`src/logic/rng_pkg.sv`:
```
// Purpose: shared constants and types of the random number generator
// Assumes: core clock of 40 MHz, 32-kHz low-power tick derived from it
// Notes: register offsets are byte addresses on the plain register port
package rng_pkg;
    // clocking and timing
    localparam int unsigned CLK_HZ = 40_000_000;
    localparam int unsigned LP_HZ = 32_768;
    // 32-kHz enable divider, rounded down to whole core cycles
    localparam int unsigned LP_DIV_CYCLES = CLK_HZ / LP_HZ;
    localparam int unsigned SAMPLE_PERIOD_US = 256;
    // longest time, rounded down; exact at 40 MHz (10240 cycles)
    localparam int unsigned SAMPLE_CYCLES = SAMPLE_PERIOD_US * (CLK_HZ / 1_000_000);

    // widths
    localparam int unsigned VALUE_W = 16;
    localparam int unsigned ADDR_W = 8;
    localparam int unsigned DATA_W = 32;

    // register offsets
    localparam logic [7:0] OFS_CTRL = 8'h00;
    localparam logic [7:0] OFS_STATUS = 8'h04;
    localparam logic [7:0] OFS_VALUE = 8'h08;
    localparam logic [7:0] OFS_INT_STATUS = 8'h0C;
    localparam logic [7:0] OFS_INT_MASK = 8'h10;

    // control field positions
    localparam int unsigned CTRL_START_BIT = 0;
    localparam int unsigned CTRL_STOP_BIT = 1;
    localparam int unsigned CTRL_CONT_BIT = 2;
    localparam int unsigned CTRL_IE_BIT = 3;
    // status field positions
    localparam int unsigned STAT_RUN_BIT = 0;
    localparam int unsigned STAT_READY_BIT = 1;
    localparam int unsigned STAT_CONT_BIT = 2;
    // interrupt field position
    localparam int unsigned INT_READY_BIT = 0;

    // reset values
    localparam logic [15:0] RST_VALUE = 16'h0000;
    localparam logic [15:0] LFSR_SEED = 16'hACE1;
    localparam logic [15:0] LFSR_TAPS = 16'hB400;

    typedef enum logic [1:0] {
        RNG_IDLE = 2'b00,
        RNG_RUN = 2'b01
    } rng_state_t;
endpackage

```
`src/logic/rng_if.sv`:
```
// Purpose: carrier between the control logic and the entropy register
// Assumes: single core clock
// Notes: value is combinational from the generator register
`timescale 1ns/1ps
interface rng_if #(parameter int unsigned W = 16);
    logic step;
    logic mix;
    logic noise;
    logic [W-1:0] value;
    modport gen (input step, input mix, input noise, output value);
    modport ctl (output step, output mix, output noise, input value);
endinterface

```
`src/logic/rng_lfsr.sv`:
```
// Purpose: galois shift register with noise folded in on the slow tick
// Assumes: noise input synchronous to core_clk
// Notes: the zero state is escaped by reloading the seed
`timescale 1ns/1ps
module rng_lfsr
    import rng_pkg::*;
#(
    parameter int unsigned W = 16
) (
    input wire logic core_clk, // core clock
    input wire logic rst,      // synchronous reset, active high
    rng_if.gen gen             // step, mix, noise in; value out
);
    logic [W-1:0] lfsr;
    logic [W-1:0] next_lfsr;

    // shift while stepping, fold noise on each 32-kHz tick
    always_comb begin
        next_lfsr = lfsr;
        if (gen.step) begin
            next_lfsr = {1'b0, lfsr[W-1:1]};
            if (lfsr[0]) begin
                next_lfsr = next_lfsr ^ LFSR_TAPS[W-1:0];
            end
        end
        if (gen.mix) begin
            next_lfsr[0] = next_lfsr[0] ^ gen.noise;
        end
        // all-zero would lock up the register
        if (next_lfsr == '0) begin
            next_lfsr = LFSR_SEED[W-1:0];
        end
    end

    always_ff @(posedge core_clk) begin
        if (rst) begin
            lfsr <= LFSR_SEED[W-1:0];
        end else begin
            lfsr <= next_lfsr;
        end
    end

    assign gen.value = lfsr;
endmodule

```
`src/logic/rng_top.sv`:
```
// Purpose: random number generator with single-shot and continuous modes
// Assumes: plain register port, read data one cycle after the read strobe
// Notes: entropy quality rests on noise_in jitter against the 32-kHz tick
//
// Added by the designer: strobed register access and the placing of the registers.
`timescale 1ns/1ps
// Overview of operation
// [RULE1] Each result is a 16-bit value that software reads from the value register.
// [RULE2] A single-shot start yields exactly one value and then the generator halts itself.
// [RULE3] A continuous start keeps running and delivers a fresh value every 256 us.
// [RULE4] One start command launches either mode and may also set the ready interrupt enable.
// [RULE5] With the interrupt enabled, each new value raises the system controller interrupt.
// [RULE6] The latest value stays readable after generation completes.
// [RULE7] A pollable ready flag tells software that a new value is waiting.
// [RULE8] A stop command ends continuous production of values.
// [RULE9] The generator is paced from the 32-kHz low-power domain; the code counts core cycles and uses the tick only for noise.
// [RULE10] Reading the value clears the ready flag so the next flag means a fresh value.
module rng_top
    import rng_pkg::*;
#(
    parameter int unsigned SAMPLE_CYC = SAMPLE_CYCLES,
    parameter int unsigned LP_DIV = LP_DIV_CYCLES,
    parameter int unsigned VALUE_WIDTH = VALUE_W
) (
    input wire logic core_clk,                 // core clock, 40 MHz
    input wire logic rst,                      // synchronous reset, active high
    input wire logic [ADDR_W-1:0] addr,        // register byte address
    input wire logic [DATA_W-1:0] wr_data,     // write data
    input wire logic wr_en,                    // write strobe
    input wire logic rd_en,                    // read strobe
    output logic [DATA_W-1:0] rd_data,         // read data, cycle after rd_en
    input wire logic noise_in,                 // raw noise bit
    output logic sysctrl_irq                   // level interrupt to system controller
);
    localparam int unsigned CNT_W = $clog2(SAMPLE_CYC + 1);
    localparam int unsigned DIV_W = $clog2(LP_DIV + 1);

    // register map, byte offsets on the plain port:
    //   control at OFS_CTRL: start, stop, continuous, interrupt enable
    //   status at OFS_STATUS: running, ready, continuous
    //   value at OFS_VALUE: last result in the low half word
    //   event at OFS_INT_STATUS, write one to clear; mask at OFS_INT_MASK
    // unmapped offsets read zero and ignore writes, so software never stalls

    // register decode
    logic ctrl_wr;
    logic start_cmd;
    logic stop_cmd;
    logic value_rd;
    logic int_status_wr;
    logic int_mask_wr;

    // 32-kHz tick divider
    logic [DIV_W-1:0] div_cnt;
    logic [DIV_W-1:0] next_div_cnt;
    logic lp_tick;
    logic next_lp_tick;

    // sequencing
    rng_state_t state;
    rng_state_t next_state;
    logic cont_mode;
    logic next_cont_mode;
    logic [CNT_W-1:0] period_cnt;
    logic [CNT_W-1:0] next_period_cnt;
    logic done;
    logic next_done;

    // result and flags
    logic [VALUE_WIDTH-1:0] value_q;
    logic [VALUE_WIDTH-1:0] next_value_q;
    logic ready;
    logic next_ready;
    logic int_status;
    logic next_int_status;
    logic int_mask;
    logic next_int_mask;
    logic next_irq;

    // read path
    logic [DATA_W-1:0] next_rd_data;

    // generator register lives in its own module, reached through the carrier
    rng_if #(.W(VALUE_WIDTH)) gen_bus ();

    rng_lfsr #(
        .W(VALUE_WIDTH)
    ) u_lfsr (
        .core_clk(core_clk),
        .rst(rst),
        .gen(gen_bus.gen)
    );

    // strobes qualified by address; a start and stop together start
    always_comb begin
        ctrl_wr = wr_en && (addr == OFS_CTRL);
        // [RULE4] start command decode
        start_cmd = ctrl_wr && wr_data[CTRL_START_BIT];
        // [RULE8] stop command decode
        stop_cmd = ctrl_wr && wr_data[CTRL_STOP_BIT] && !wr_data[CTRL_START_BIT];
        value_rd = rd_en && (addr == OFS_VALUE);
        int_status_wr = wr_en && (addr == OFS_INT_STATUS);
        int_mask_wr = wr_en && (addr == OFS_INT_MASK);
    end

    // [RULE9] low-power tick divider
    // one-cycle enable stands in for the 32-kHz clock; keeps a single domain
    // the divider free-runs from reset; its phase against a start command
    // is arbitrary, which only moves where noise lands, not the period
    always_comb begin
        next_div_cnt = div_cnt;
        next_lp_tick = 1'b0;
        if (div_cnt == DIV_W'(LP_DIV - 1)) begin
            next_div_cnt = '0;
            next_lp_tick = 1'b1;
        end else begin
            next_div_cnt = div_cnt + DIV_W'(1);
        end
    end

    always_ff @(posedge core_clk) begin
        if (rst) begin
            div_cnt <= '0;
            lp_tick <= 1'b0;
        end else begin
            div_cnt <= next_div_cnt;
            lp_tick <= next_lp_tick;
        end
    end

    // generator steps only while running; when halted the divider still runs and noise still folds in on each tick
    // [RULE9] noise folded on the slow tick
    assign gen_bus.step = (state == RNG_RUN);
    assign gen_bus.mix = lp_tick;
    assign gen_bus.noise = noise_in;
    // noise only helps if it jitters against the tick; a clean or
    // tick-locked source leaves the register on a fixed sequence,
    // so the low-power clock must not be a precise external one

    // sequencer: period counted in core cycles so the 256 us figure is exact
    // timing of one value: the start edge loads the counter with zero, the
    // counter reaches SAMPLE_CYC-1 after that many edges, done registers on
    // the next edge and the result lands one edge later
    // limitation: a stop in single-shot mode aborts the shot and no value
    // is delivered; software sees ready stay low
    always_comb begin
        next_state = state;
        next_cont_mode = cont_mode;
        next_period_cnt = period_cnt;
        next_done = 1'b0;
        case (state)
            RNG_IDLE: begin
                // [RULE4] launch in chosen mode
                if (start_cmd) begin
                    next_state = RNG_RUN;
                    next_cont_mode = wr_data[CTRL_CONT_BIT];
                    next_period_cnt = '0;
                end
            end
            RNG_RUN: begin
                if (start_cmd) begin
                    // restart discards the partial period
                    next_cont_mode = wr_data[CTRL_CONT_BIT];
                    next_period_cnt = '0;
                end else if (stop_cmd) begin
                    // [RULE8] stop halts production
                    next_state = RNG_IDLE;
                    next_period_cnt = '0;
                end else if (period_cnt == CNT_W'(SAMPLE_CYC - 1)) begin
                    // [RULE3] value every period
                    next_done = 1'b1;
                    next_period_cnt = '0;
                    // [RULE2] single shot halts itself
                    if (!cont_mode) begin
                        next_state = RNG_IDLE;
                    end
                end else begin
                    next_period_cnt = period_cnt + CNT_W'(1);
                end
            end
            default: begin
                next_state = RNG_IDLE;
                next_period_cnt = '0;
            end
        endcase
    end

    always_ff @(posedge core_clk) begin
        if (rst) begin
            state <= RNG_IDLE;
            cont_mode <= 1'b0;
            period_cnt <= '0;
            done <= 1'b0;
        end else begin
            state <= next_state;
            cont_mode <= next_cont_mode;
            period_cnt <= next_period_cnt;
            done <= next_done;
        end
    end

    // result capture and ready flag
    // the value is held, not re-read from the generator, so software may
    // read it late and still get the result that raised ready
    always_comb begin
        next_value_q = value_q;
        next_ready = ready;
        // [RULE10] read clears ready
        if (value_rd) begin
            next_ready = 1'b0;
        end
        if (done) begin
            // [RULE6] hold latest value
            // [RULE1] 16-bit result
            next_value_q = gen_bus.value;
            // [RULE7] ready flag, set beats clear
            next_ready = 1'b1;
        end
    end

    always_ff @(posedge core_clk) begin
        if (rst) begin
            value_q <= RST_VALUE[VALUE_WIDTH-1:0];
            ready <= 1'b0;
        end else begin
            value_q <= next_value_q;
            ready <= next_ready;
        end
    end

    // sticky interrupt status, mask and registered output
    // a start command rewrites the mask bit, so an enable set earlier by a
    // mask write is dropped unless the start command carries it again
    always_comb begin
        next_int_status = int_status;
        next_int_mask = int_mask;
        if (int_status_wr && wr_data[INT_READY_BIT]) begin
            next_int_status = 1'b0;
        end
        // [RULE5] event sets sticky bit
        // set placed last so an event in the clear cycle survives
        if (done) begin
            next_int_status = 1'b1;
        end
        if (int_mask_wr) begin
            next_int_mask = wr_data[INT_READY_BIT];
        end
        // [RULE4] start sets enable
        if (start_cmd) begin
            next_int_mask = wr_data[CTRL_IE_BIT];
        end
        // [RULE5] masked interrupt level
        next_irq = next_int_status && next_int_mask;
    end

    always_ff @(posedge core_clk) begin
        if (rst) begin
            int_status <= 1'b0;
            int_mask <= 1'b0;
            sysctrl_irq <= 1'b0;
        end else begin
            int_status <= next_int_status;
            int_mask <= next_int_mask;
            sysctrl_irq <= next_irq;
        end
    end

    // read mux; unmapped addresses and idle cycles return zero
    // registered read data costs one cycle of latency but keeps the output
    // straight from a flip-flop; the mux is zero outside read cycles so the
    // port idles at zero between accesses
    always_comb begin
        next_rd_data = '0;
        if (rd_en) begin
            case (addr)
                OFS_CTRL: begin
                    next_rd_data[CTRL_CONT_BIT] = cont_mode;
                    next_rd_data[CTRL_IE_BIT] = int_mask;
                end
                OFS_STATUS: begin
                    next_rd_data[STAT_RUN_BIT] = (state == RNG_RUN);
                    // [RULE7] pollable ready
                    next_rd_data[STAT_READY_BIT] = ready;
                    next_rd_data[STAT_CONT_BIT] = cont_mode;
                end
                OFS_VALUE: begin
                    // [RULE1] value in low bits
                    next_rd_data[VALUE_WIDTH-1:0] = value_q;
                end
                OFS_INT_STATUS: begin
                    next_rd_data[INT_READY_BIT] = int_status;
                end
                OFS_INT_MASK: begin
                    next_rd_data[INT_READY_BIT] = int_mask;
                end
                default: begin
                    next_rd_data = '0;
                end
            endcase
        end
    end

    always_ff @(posedge core_clk) begin
        if (rst) begin
            rd_data <= '0;
        end else begin
            rd_data <= next_rd_data;
        end
    end
endmodule

```
`config.mk`:
```
export PLATFORM = sky130hd
export DESIGN_NAME = rng_top
export DESIGN_NICKNAME = d
export VERILOG_FILES = /design/src/logic/rng_pkg.sv /design/src/logic/rng_if.sv /design/src/logic/rng_lfsr.sv /design/src/logic/rng_top.sv
export SDC_FILE = /design/constraint.sdc
export NUM_CORES = 1
export LEC_CHECK = 0
export BUFFER_PORTS_ARGS = -buffer_cell sky130_fd_sc_hd__buf_2
export CORE_MARGIN = 4
export CORE_UTILIZATION = 45
export DETAILED_ROUTE_END_ITERATION = 8
export GPL_TIMING_DRIVEN = 0
export PLACE_DENSITY = 0.68
export SYNTH_ARGS = -nofsm -noshare
export SYNTH_HDL_FRONTEND = slang
export SYNTH_SLANG_ARGS = --single-unit
export TNS_END_PERCENT = 30
```
`constraint.sdc`:
```
create_clock -name core_clk -period 2.8 [get_ports core_clk]
set_input_delay 0.56 -clock core_clk [delete_from_list [all_inputs] [get_ports core_clk]]
set_output_delay 0.56 -clock core_clk [all_outputs]
set_load 0.05 [all_outputs]
```
After elaboration in Yosys (flattened, before gate mapping)

Cells that the tools add are included.

Output and inout bits: 33
Bits of input ports: 45
Word-level logic and storage cells: 82
Register bits after elaboration: 98

Mux-type cells: 26
$add $sub $neg: 2
Bitwise gates (word level): 5
Reduce and logical (&&, ||, !) cells: 23
Equality and inequality tests: 11

Operator list:

| operator                                               | count |
|---|---|
| two-way mux 14 bit                                     | 4 |
| two-way mux 16 bit                                     | 2 |
| one-hot mux 14 bit (2 select lines)                    | 1 |
| equality test 8 x 4 -> 1 bit (second input constant)   | 2 |
| zero test 16 bit                                       | 1 |
| adder 14 x 1 -> 14 bit (second input constant)         | 1 |
| equality test 14 bit (second input constant)           | 1 |
| adder 11 x 1 -> 11 bit (second input constant)         | 1 |
| equality test 11 bit (second input constant)           | 1 |
| two-way mux 2 bit                                      | 5 |
| OR reduction 2 bit                                     | 5 |
| logical AND 1 bit                                      | 9 |
| two-way mux 1 bit                                      | 9 |
| equality test 8 x 3 -> 1 bit (second input constant)   | 1 |
| equality test 8 x 5 -> 1 bit (second input constant)   | 1 |
| zero test 8 bit                                        | 1 |
| one-hot mux 1 bit (2 select lines)                     | 3 |
| inequality test 2 bit (second input constant)          | 2 |
| inverter 3 -> 4 bit                                    | 1 |
| one-hot mux 1 bit (4 select lines)                     | 1 |
| one-hot mux 2 bit (2 select lines)                     | 1 |
| AND reduction 4 bit                                    | 1 |
| OR reduction 4 bit                                     | 1 |
| inequality test 3 x 2 -> 1 bit (second input constant) | 1 |
| 9 further kinds                                        | 11 |

Logic depth before layout (Yosys ltp)

Gate-level depths: netlist (run 1).

Word-level depth: 7
Mapped depth: 8

Cells and area by module

Synthesis (run 1) repeated with hierarchy kept, for this count alone.

Cells, all modules: 385
Area, all modules: 3,589.7 um^2

By module, submodules not included:

| module   | times used | cells an instance | area an instance (um^2) | sequential area each (um^2) |
|---|---|---|---|---|
| rng_top  | 1          | 309               | 2,813.9                 | 1,301.2 |
| rng_lfsr | 1          | 76                | 775.7                   | 320.3 |

Worst setup path after synthesis (run 1)

No wires, ideal clock.

Path type: input port to flip-flop
Start point: in addr[5]
End point: reg period_cnt[4]
Setup time: 0.074 ns
Setup slack: 0.148 ns
Stages on the path: 8
Arrival time: 2.578 ns
Required time: 2.726 ns
Path buffers: 1
Path through: nor4_4 -> nand4_1 -> ha_1 -> clkbuf_1 -> nand2b_1 -> a41oi_1 -> or3b_1 -> a31oi_1

Longest elaborated chain between the ends: 7

RTL lines:

| what                                | RTL line       | RTL |
|---|---|---|
| from (decl)                         | rng_top.sv:27  | `input wire logic [ADDR_W-1:0] addr,` |
| zero test 8 bit (*)                 | rng_top.sv:96  | `ctrl_wr = wr_en && (addr == OFS_CTRL);` |
| logical AND 1 bit (*)               | rng_top.sv:96  |  |
| logical AND 1 bit (2 in series)     | rng_top.sv:100 | `stop_cmd = ctrl_wr && wr_data[CTRL_STOP_BIT] && !wr_data[CTRL_START_BIT];` |
| two-way mux 14 bit                  | rng_top.sv:165 | `end else if (stop_cmd) begin` |
| two-way mux 14 bit                  | rng_top.sv:161 | `if (start_cmd) begin` |
| one-hot mux 14 bit (2 select lines) | rng_top.sv:151 | `case (state)` |
| to (signal assigned)                | rng_top.sv:197 | `period_cnt <= next_period_cnt;` |
| to (decl)                           | rng_top.sv:64  | `logic [CNT_W-1:0] period_cnt;` |

Every way passes the cells marked *; elsewhere a longest branch is shown, timed or not.
A chain may end at the register's enable or synchronous reset.

Worst setup path in the final report (run 1)

Start point: in addr[1]
End point: reg period_cnt[4]

The elaborated chain is that of the path after synthesis.

==> metrics.md, run 1 <==
| Metric | Value |
|---|---|
| Status | complete, no violations |
| Area contributors post-synth | dfxtp_1 (44%), mux2i_1 (7.9%), nor2_1 (4.2%) |
| Synth top area share | 0.441 |
| Share of layout cells above drive strength 1 | 0.179 |
| Initial core utilization | 0.469 |
| Internal Power | 1770 uW |
| Finished Cell Area | 4270 sq um |
| CP Capture Type | flop |
| Worst setup margin | 0.313 ns |
| CP Cell Sequence | buf_2 -> nor2_1 -> nand4_1 -> ha_1 -> clkbuf_1 -> nand2b_1 -> a41oi_2 -> or3b_1 -> a31oi_1 |
| Flop pwr share | 0.497 |
| Placed Area | 4020 sq um |
| CP top delay family | simple AND/OR/NAND/NOR gates |
| Synth Instances | 400 |
| # diodes | 0 |
| Yosys reg bits | 81 |
| Final WL | 7940 um |
| GR Util met2 | 0.264 |
| Final setup fails | 0 |
| Leading area contributor after synthesis | dfxtp_1 |
| Power per cell area | 565 nW/um^2 |
| Via count | 3,022 |
| Final hold slack | 0.458 ns |
| Area added between synthesis and finish | 16.0% |
| Ys Warns | 0 |
| Die area | 9680 sq um |
| Max stage delay cell, worst path | or3b_1 |
| Worst-path clk slew | 0.09 ns |
| RSZ-0062 raised after global routing | no |
| Slew Viols, Final | 0 |
| Die Y | 98.4 um |
| NetSw | 641 uW |
| Most used DFF post-synth | dfxtp_1 |
| Die W | 98.4 um |
| WP data arrival | 2.77 ns |
| HPWL Detailed | 5590 um |
| Fmax | 402 MHz |
| Met1 usage | 0.230 |
| Residual DRC | 0 |
| Fin nets | 507 |
| CP bufs+invs | 2 |
| Antenna violations before repair | 0 |
| Cells after DPL | 549 |
| Starting DRT DRC Count | 187 |
| Hold Vio Cnt, Final | 0 |
| Largest vdd supply drop | 0.252 mV |
| Worst hold path class | reg -> reg |
| Total CTS buffers | 9 |
| Post-Syn Area per Cell | 9.19 sq um |
| Combinational share of power | 0.098 |
| Met3 GRT Util | 0.0543 |
| Number of standard cells in the final layout excluding fillers | 566 |
| Via density per instance | 5.34 |
| Minimum clock period | 2.49 ns |
| Max_cap viols | 0 |
| First-pass GRT wire length | 13,600 um |
| GR peak layer | met2 |
| CP required | 3.08 ns |
| Final Skew | 0.0132 ns |
| Power Total | 2410 uW |
| Seq/Total Area, Yosys | 0.441 |
| Period utilisation layout | 0.888 |
| Post-synth cell types | 49 |
| Number of global-route vias before repair | 2,857 |
| ANT nets after route | 0 |
| Post-synth EDFFs | 0 |
| GRT Util Overall | 0.169 |
| Routability cong. | 0.829 |
| Critical path type | in -> reg |
| Clock power frac | 0.405 |
| Sw Ratio | 0.266 |
| Clock root buffer | clkbuf_8 |
| Total grt overflow | 0 |
| Pre-antenna DRT Iters | 4 |
| Avg WL per Cell | 14.0 um |
| Place WS | -0.512 ns |
| Relative slew slack | 0.513 |
| Cell Rows | 32 |
| Worst-case clock buffer depth | 2 |
| Ports | 78 |
| Clk sinks | 81 |
| CP peak stage delay | 0.38 ns |
| Core area | 7850 sq um |
| H-Tree Depth | 3 |
| Synth Cell Area | 3680 sq um |
| Port bufs | 32 |
| CTS tree | done |
| Largest net degree at the start of global routing | 17 |
| Tightest Pin Transition | 0.725 ns |
| Cts hold-fix bufs | 0 |
| Critical path startpoint category | input pin |
| LEAKAGE | 0.00158 uW |
| Clk_lat worst skew | 0.36 ns |
| Crit path max fanout | 9 |
| Ys async rst share | 0 |
[state kept, by name, indices dropped and copies added (netlist names)]
signal and cells:
rd_data 16, u_lfsr.gen.value 16, value_q 16, period_cnt 14, div_cnt 11, cont_mode 1, done 1, gen_bus.mix 1
int_mask 1, int_status 1, ready 1, state 1, sysctrl_irq 1
[cells by family after synthesis]
group	count (synthesis)	share of synthesized area
compound gates	47	0.0922
fa+ha+maj	3	0.0102
simple gates	187	0.284
flops	81	0.441
mux	30	0.0820
buf+inv	38	0.0589
other cells	1	0.00102
xor+xnor	13	0.0310
[final timing paths]
check              startpoint  slack, ns  cells past startpoint             to
setup / recovery      addr[1]       0.31                      9  period_cnt[4]
hold / removal    value_q[15]       0.46                      1    rd_data[15]
setup reg to reg     state[0]       0.50                      8  period_cnt[4]
hold reg to reg   value_q[15]       0.46                      1    rd_data[15]
[cell usage after synthesis, types with 10 or more instances]
master,count
dfxtp_1,81
nor2_1,41
mux2i_1,29
nand2_1,27
nand3_1,21
nand4_1,20
and2_1,18
buf_4,18
nor3_1,18
a21oi_1,15
clkbuf_1,11
a31oi_1,10
[cell type report]
| cell class | instances | area, sq um |
|---|---|---|
| repair buffers | 33 | 168 |
| clock inverters | 7 | 106 |
| clock buffers | 9 | 124 |
| multi-input cells | 296 | 1900 |
| inverters | 3 | 11.3 |
| well taps | 102 | 128 |
| plain buffers | 35 | 205 |
| fillers | 741 | 3580 |
| flip-flops and latches | 81 | 1620 |
[layout by cell type (no fill, tap or decap), drive strengths merged, types with 3 or more instances in the layout]
cell / instances
nor4: 7
a31oi: 10
dfxtp: 81
a41oi: 3
nor2: 41
a21oi: 15
o2111ai: 3
and2: 18
conb: 16
xnor2: 8
buf: 57
nor2b: 4
and4: 7
nand4: 21
mux2i: 29
nor3b: 3
clkbuf: 20
nand3: 21
ha: 3
and3: 6
nor3: 18
nand2: 27
inv: 7
xor2: 5
nand4b: 6
o21ai: 5
[per-stage QoR]
step | util | setup TNS, ns
finish | 0.544 | 0
global route | 0.544 | 0
CTS | 0.543 | 0
detailed placement | 0.512 | -3.72
global placement | 0.512 | -3.32
floorplan | - | 0
[power by group through the flow]
stage | Combinational [uW] | Sequential, uW | Clock, uW
after floorplan | 183 | 1220 | 0
after global placement | 229 | 1220 | 0
after detailed placement | 232 | 1220 | 0
after CTS | 233 | 1200 | 1000
after global routing | 259 | 1200 | 1040
final | 236 | 1200 | 977
[metal layers]
| metal | part of all wire | up-vias |
|---|---|---|
| li1 | - | 1539 |
| met1 | 0.49 | 1392 |
| met2 | 0.44 | 87 |
| met3 | 0.065 | 4 |
| met4 | 0.0047 | 0 |
| met5 | 0 | - |
[repair_timing]
| item | 4_1_cts | 5_1_grt |
|---|---|---|
| endpoints found under the setup margin | 1 | 1 |
| buffers inserted | 1 | 0 |
| cloned | 0 | 0 |
| resized for setup | 0 | 1 |
| pin swaps | 1 | 0 |
| hold endpoints to repair | 0 | 0 |
[worst register-to-register path, stage by stage (launching register included)]
cell	delay [ns]
dfxtp_1	0.41
buf_2	0.26
inv_1	0.13
ha_1	0.19
clkbuf_1	0.22
nand2b_1	0.22
a41oi_2	0.30
or3b_1	0.38
a31oi_1	0.12
(Power assumes the default switching activity.)
==> inputs of run 2 (changes only) <==
- CELL_PAD_IN_SITES_DETAIL_PLACEMENT: unset -> 2
- CELL_PAD_IN_SITES_GLOBAL_PLACEMENT: unset -> 2
- CORE_UTILIZATION: 45 -> 35
- PLACE_DENSITY: 0.68 -> 0.84
- clock period: 2.8 -> 2.9 ns (I/O delays scaled with it)
==> metrics.md, run 2 (synthesis results as in run 1) <==
| Metric | Value |
|---|---|
| Status | complete, no violations |
| Clock power frac | 0.413 |
| Cts hold-fix bufs | 0 |
| Metal1 wirelength | 5210 um |
| Crit path max fanout | 9 |
| Antenna violations before repair | 1 |
| Final WL | 11,200 um |
| Placed Area | 4060 sq um |
| Via density per instance | 5.48 |
| Die Y | 111 um |
| Via count | 3,289 |
| Clk sinks | 81 |
| Sw Ratio | 0.284 |
| Period utilisation layout | 0.905 |
| Power per cell area | 554 nW/um^2 |
| Routability cong. | 0.769 |
| Port bufs | 32 |
| Total CTS buffers | 9 |
| Tightest Pin Transition | 0.811 ns |
| Largest net degree at the start of global routing | 17 |
| Most frequent cells in the layout | dfxtp_1 (81), nor2_1 (41), buf_2 (37) |
| Die W | 111 um |
| Ports | 78 |
| Finished Cell Area | 4310 sq um |
| Avg WL per Cell | 18.7 um |
| Minimum clock period | 2.63 ns |
| Initial core utilization | 0.358 |
| Metal2 WL | 5400 um |
| Hold Vio Cnt, Final | 0 |
| Total grt overflow | 0 |
| # diodes | 0 |
| RSZ-0062 raised after global routing | no |
| Core area | 10,300 sq um |
| Relative slew slack | 0.452 |
| Hold worst-path end | cont_mode |
| Worst-path clk slew | 0.10 ns |
| Clock root buffer | clkbuf_8 |
| Pre-antenna DRT Iters | 4 |
| Wire length on met3 | 370 um |
| Final Skew | 0.0103 ns |
| CP Capture Type | flop |
| Final setup fails | 0 |
| Slew Viols, Final | 0 |
| WP data arrival | 2.92 ns |
| Critical path type | in -> reg |
| Worst Reg2Reg Path Length in Cells | 8 |
| Highest routed layer | met5 |
| Cell Rows | 37 |
| Max_cap viols | 0 |
| Cells after DPL | 583 |
| CTS tree | done |
| Flop pwr share | 0.486 |
| Internal Power | 1710 uW |
| Residual DRC | 0 |
| Share of layout cells above drive strength 1 | 0.179 |
| Number of standard cells in the final layout excluding fillers | 600 |
| Clk_lat worst skew | 0.37 ns |
| Critical path startpoint category | input pin |
| Worst-case clock buffer depth | 2 |
| ANT nets after route | 0 |
| First-pass GRT wire length | 18,800 um |
| H-Tree Depth | 3 |
| Number of global-route vias before repair | 3,545 |
| Largest vdd supply drop | 0.197 mV |
| LEAKAGE | 0.00158 uW |
| Most common cell after layout, fill and taps aside | dfxtp_1 |
| Worst r2r src | state[0] |
| HPWL Detailed | 7500 um |
| Fin nets | 507 |
| Worst hold path stage count | 3 |
| Starting DRT DRC Count | 184 |
| NetSw | 677 uW |
| Worst hold path class | in -> reg |
| CP required | 3.20 ns |
| GRT Util Overall | 0.188 |
| Combinational share of power | 0.102 |
| Worst flop-to-flop path endpoint | period_cnt[4] |
| R2r setup slk | 0.45 ns |
| Hold wc startpoint | wr_data[2] |
| Area added between synthesis and finish | 17.2% |
| Die area | 12,200 sq um |
| Fmax | 381 MHz |
| Fill count | 1,146 |
## run 2: cell counts in the layout (fill, tap and decap cells not counted)
No cell type changed its count.
## run 2: per-stage QoR
| stage | TNS (ns) | hold slack [ns] | util | setup WS, ns | total power, uW |
|---|---|---|---|---|---|
| detailed placement | -4.23 | 0.454 | 0.395 | -0.570 | 1420 |
| floorplan | 0 | 0.426 | - | 0.228 | 1350 |
| global route | 0 | 0.493 | 0.419 | 0.117 | 2480 |
| global placement | -3.63 | 0.438 | 0.395 | -0.532 | 1410 |
| finish | 0 | 0.470 | 0.419 | 0.275 | 2390 |
| CTS | 0 | 0.463 | 0.419 | 0.302 | 2410 |
## run 2: power groups by stage
stage               Clock [uW]  Sequential, uW  Combinational, uW
finish                     985            1160                242
global route              1060            1160                263
CTS                       1010            1160                241
detailed placement           0            1180                235
global placement             0            1180                226
floorplan                    0            1170                176
## run 2: routing by layer
| metal | global-route usage | up-vias |
|---|---|---|
| met5 | 0 | - |
| met4 | 0.0731 | 2 |
| met1 | 0.241 | 1669 |
| met3 | 0.0373 | 18 |
| met2 | 0.311 | 63 |
| li1 | - | 1537 |
## run 2: area by class of cell
type	instances	area, sq um	share of cell area
Buffer	35	205	0.0476
Clock buffer	9	124	0.0287
Inverter	3	11.3	0.00261
Clock inverter	7	106	0.0247
Multi-Input combinational cell	296	1900	0.442
Sequential cell	81	1620	0.376
Timing Repair Buffer	33	168	0.0389
Tap cell	136	170	0.0395
## run 2: critical path: stages
cell and delay [ns]:
buf_2 0.11, nor2_1 0.36, nand4_1 0.27, ha_1 0.27, clkbuf_1 0.22, nand2b_1 0.23, a41oi_2 0.35, or3b_1 0.39
a31oi_1 0.13
## run 2: worst max path at each step
stage | startpoint | slack (ns) | to
2_1_floorplan | addr[5] | 0.23 | period_cnt[4]
3_3_place_gp | addr[5] | -0.53 | period_cnt[4]
3_5_place_dp | addr[5] | -0.57 | period_cnt[4]
4_1_cts | addr[1] | 0.30 | period_cnt[4]
5_1_grt | addr[1] | 0.12 | period_cnt[4]
6_report | addr[1] | 0.27 | period_cnt[4]
## run 2: repair_timing
| item | in CTS | in global routing |
|---|---|---|
| endpoints found under the setup margin | 3 | 0 |
| resized for setup | 1 | 0 |
| buffers inserted | 1 | 0 |
| hold endpoints to repair | 0 | 0 |
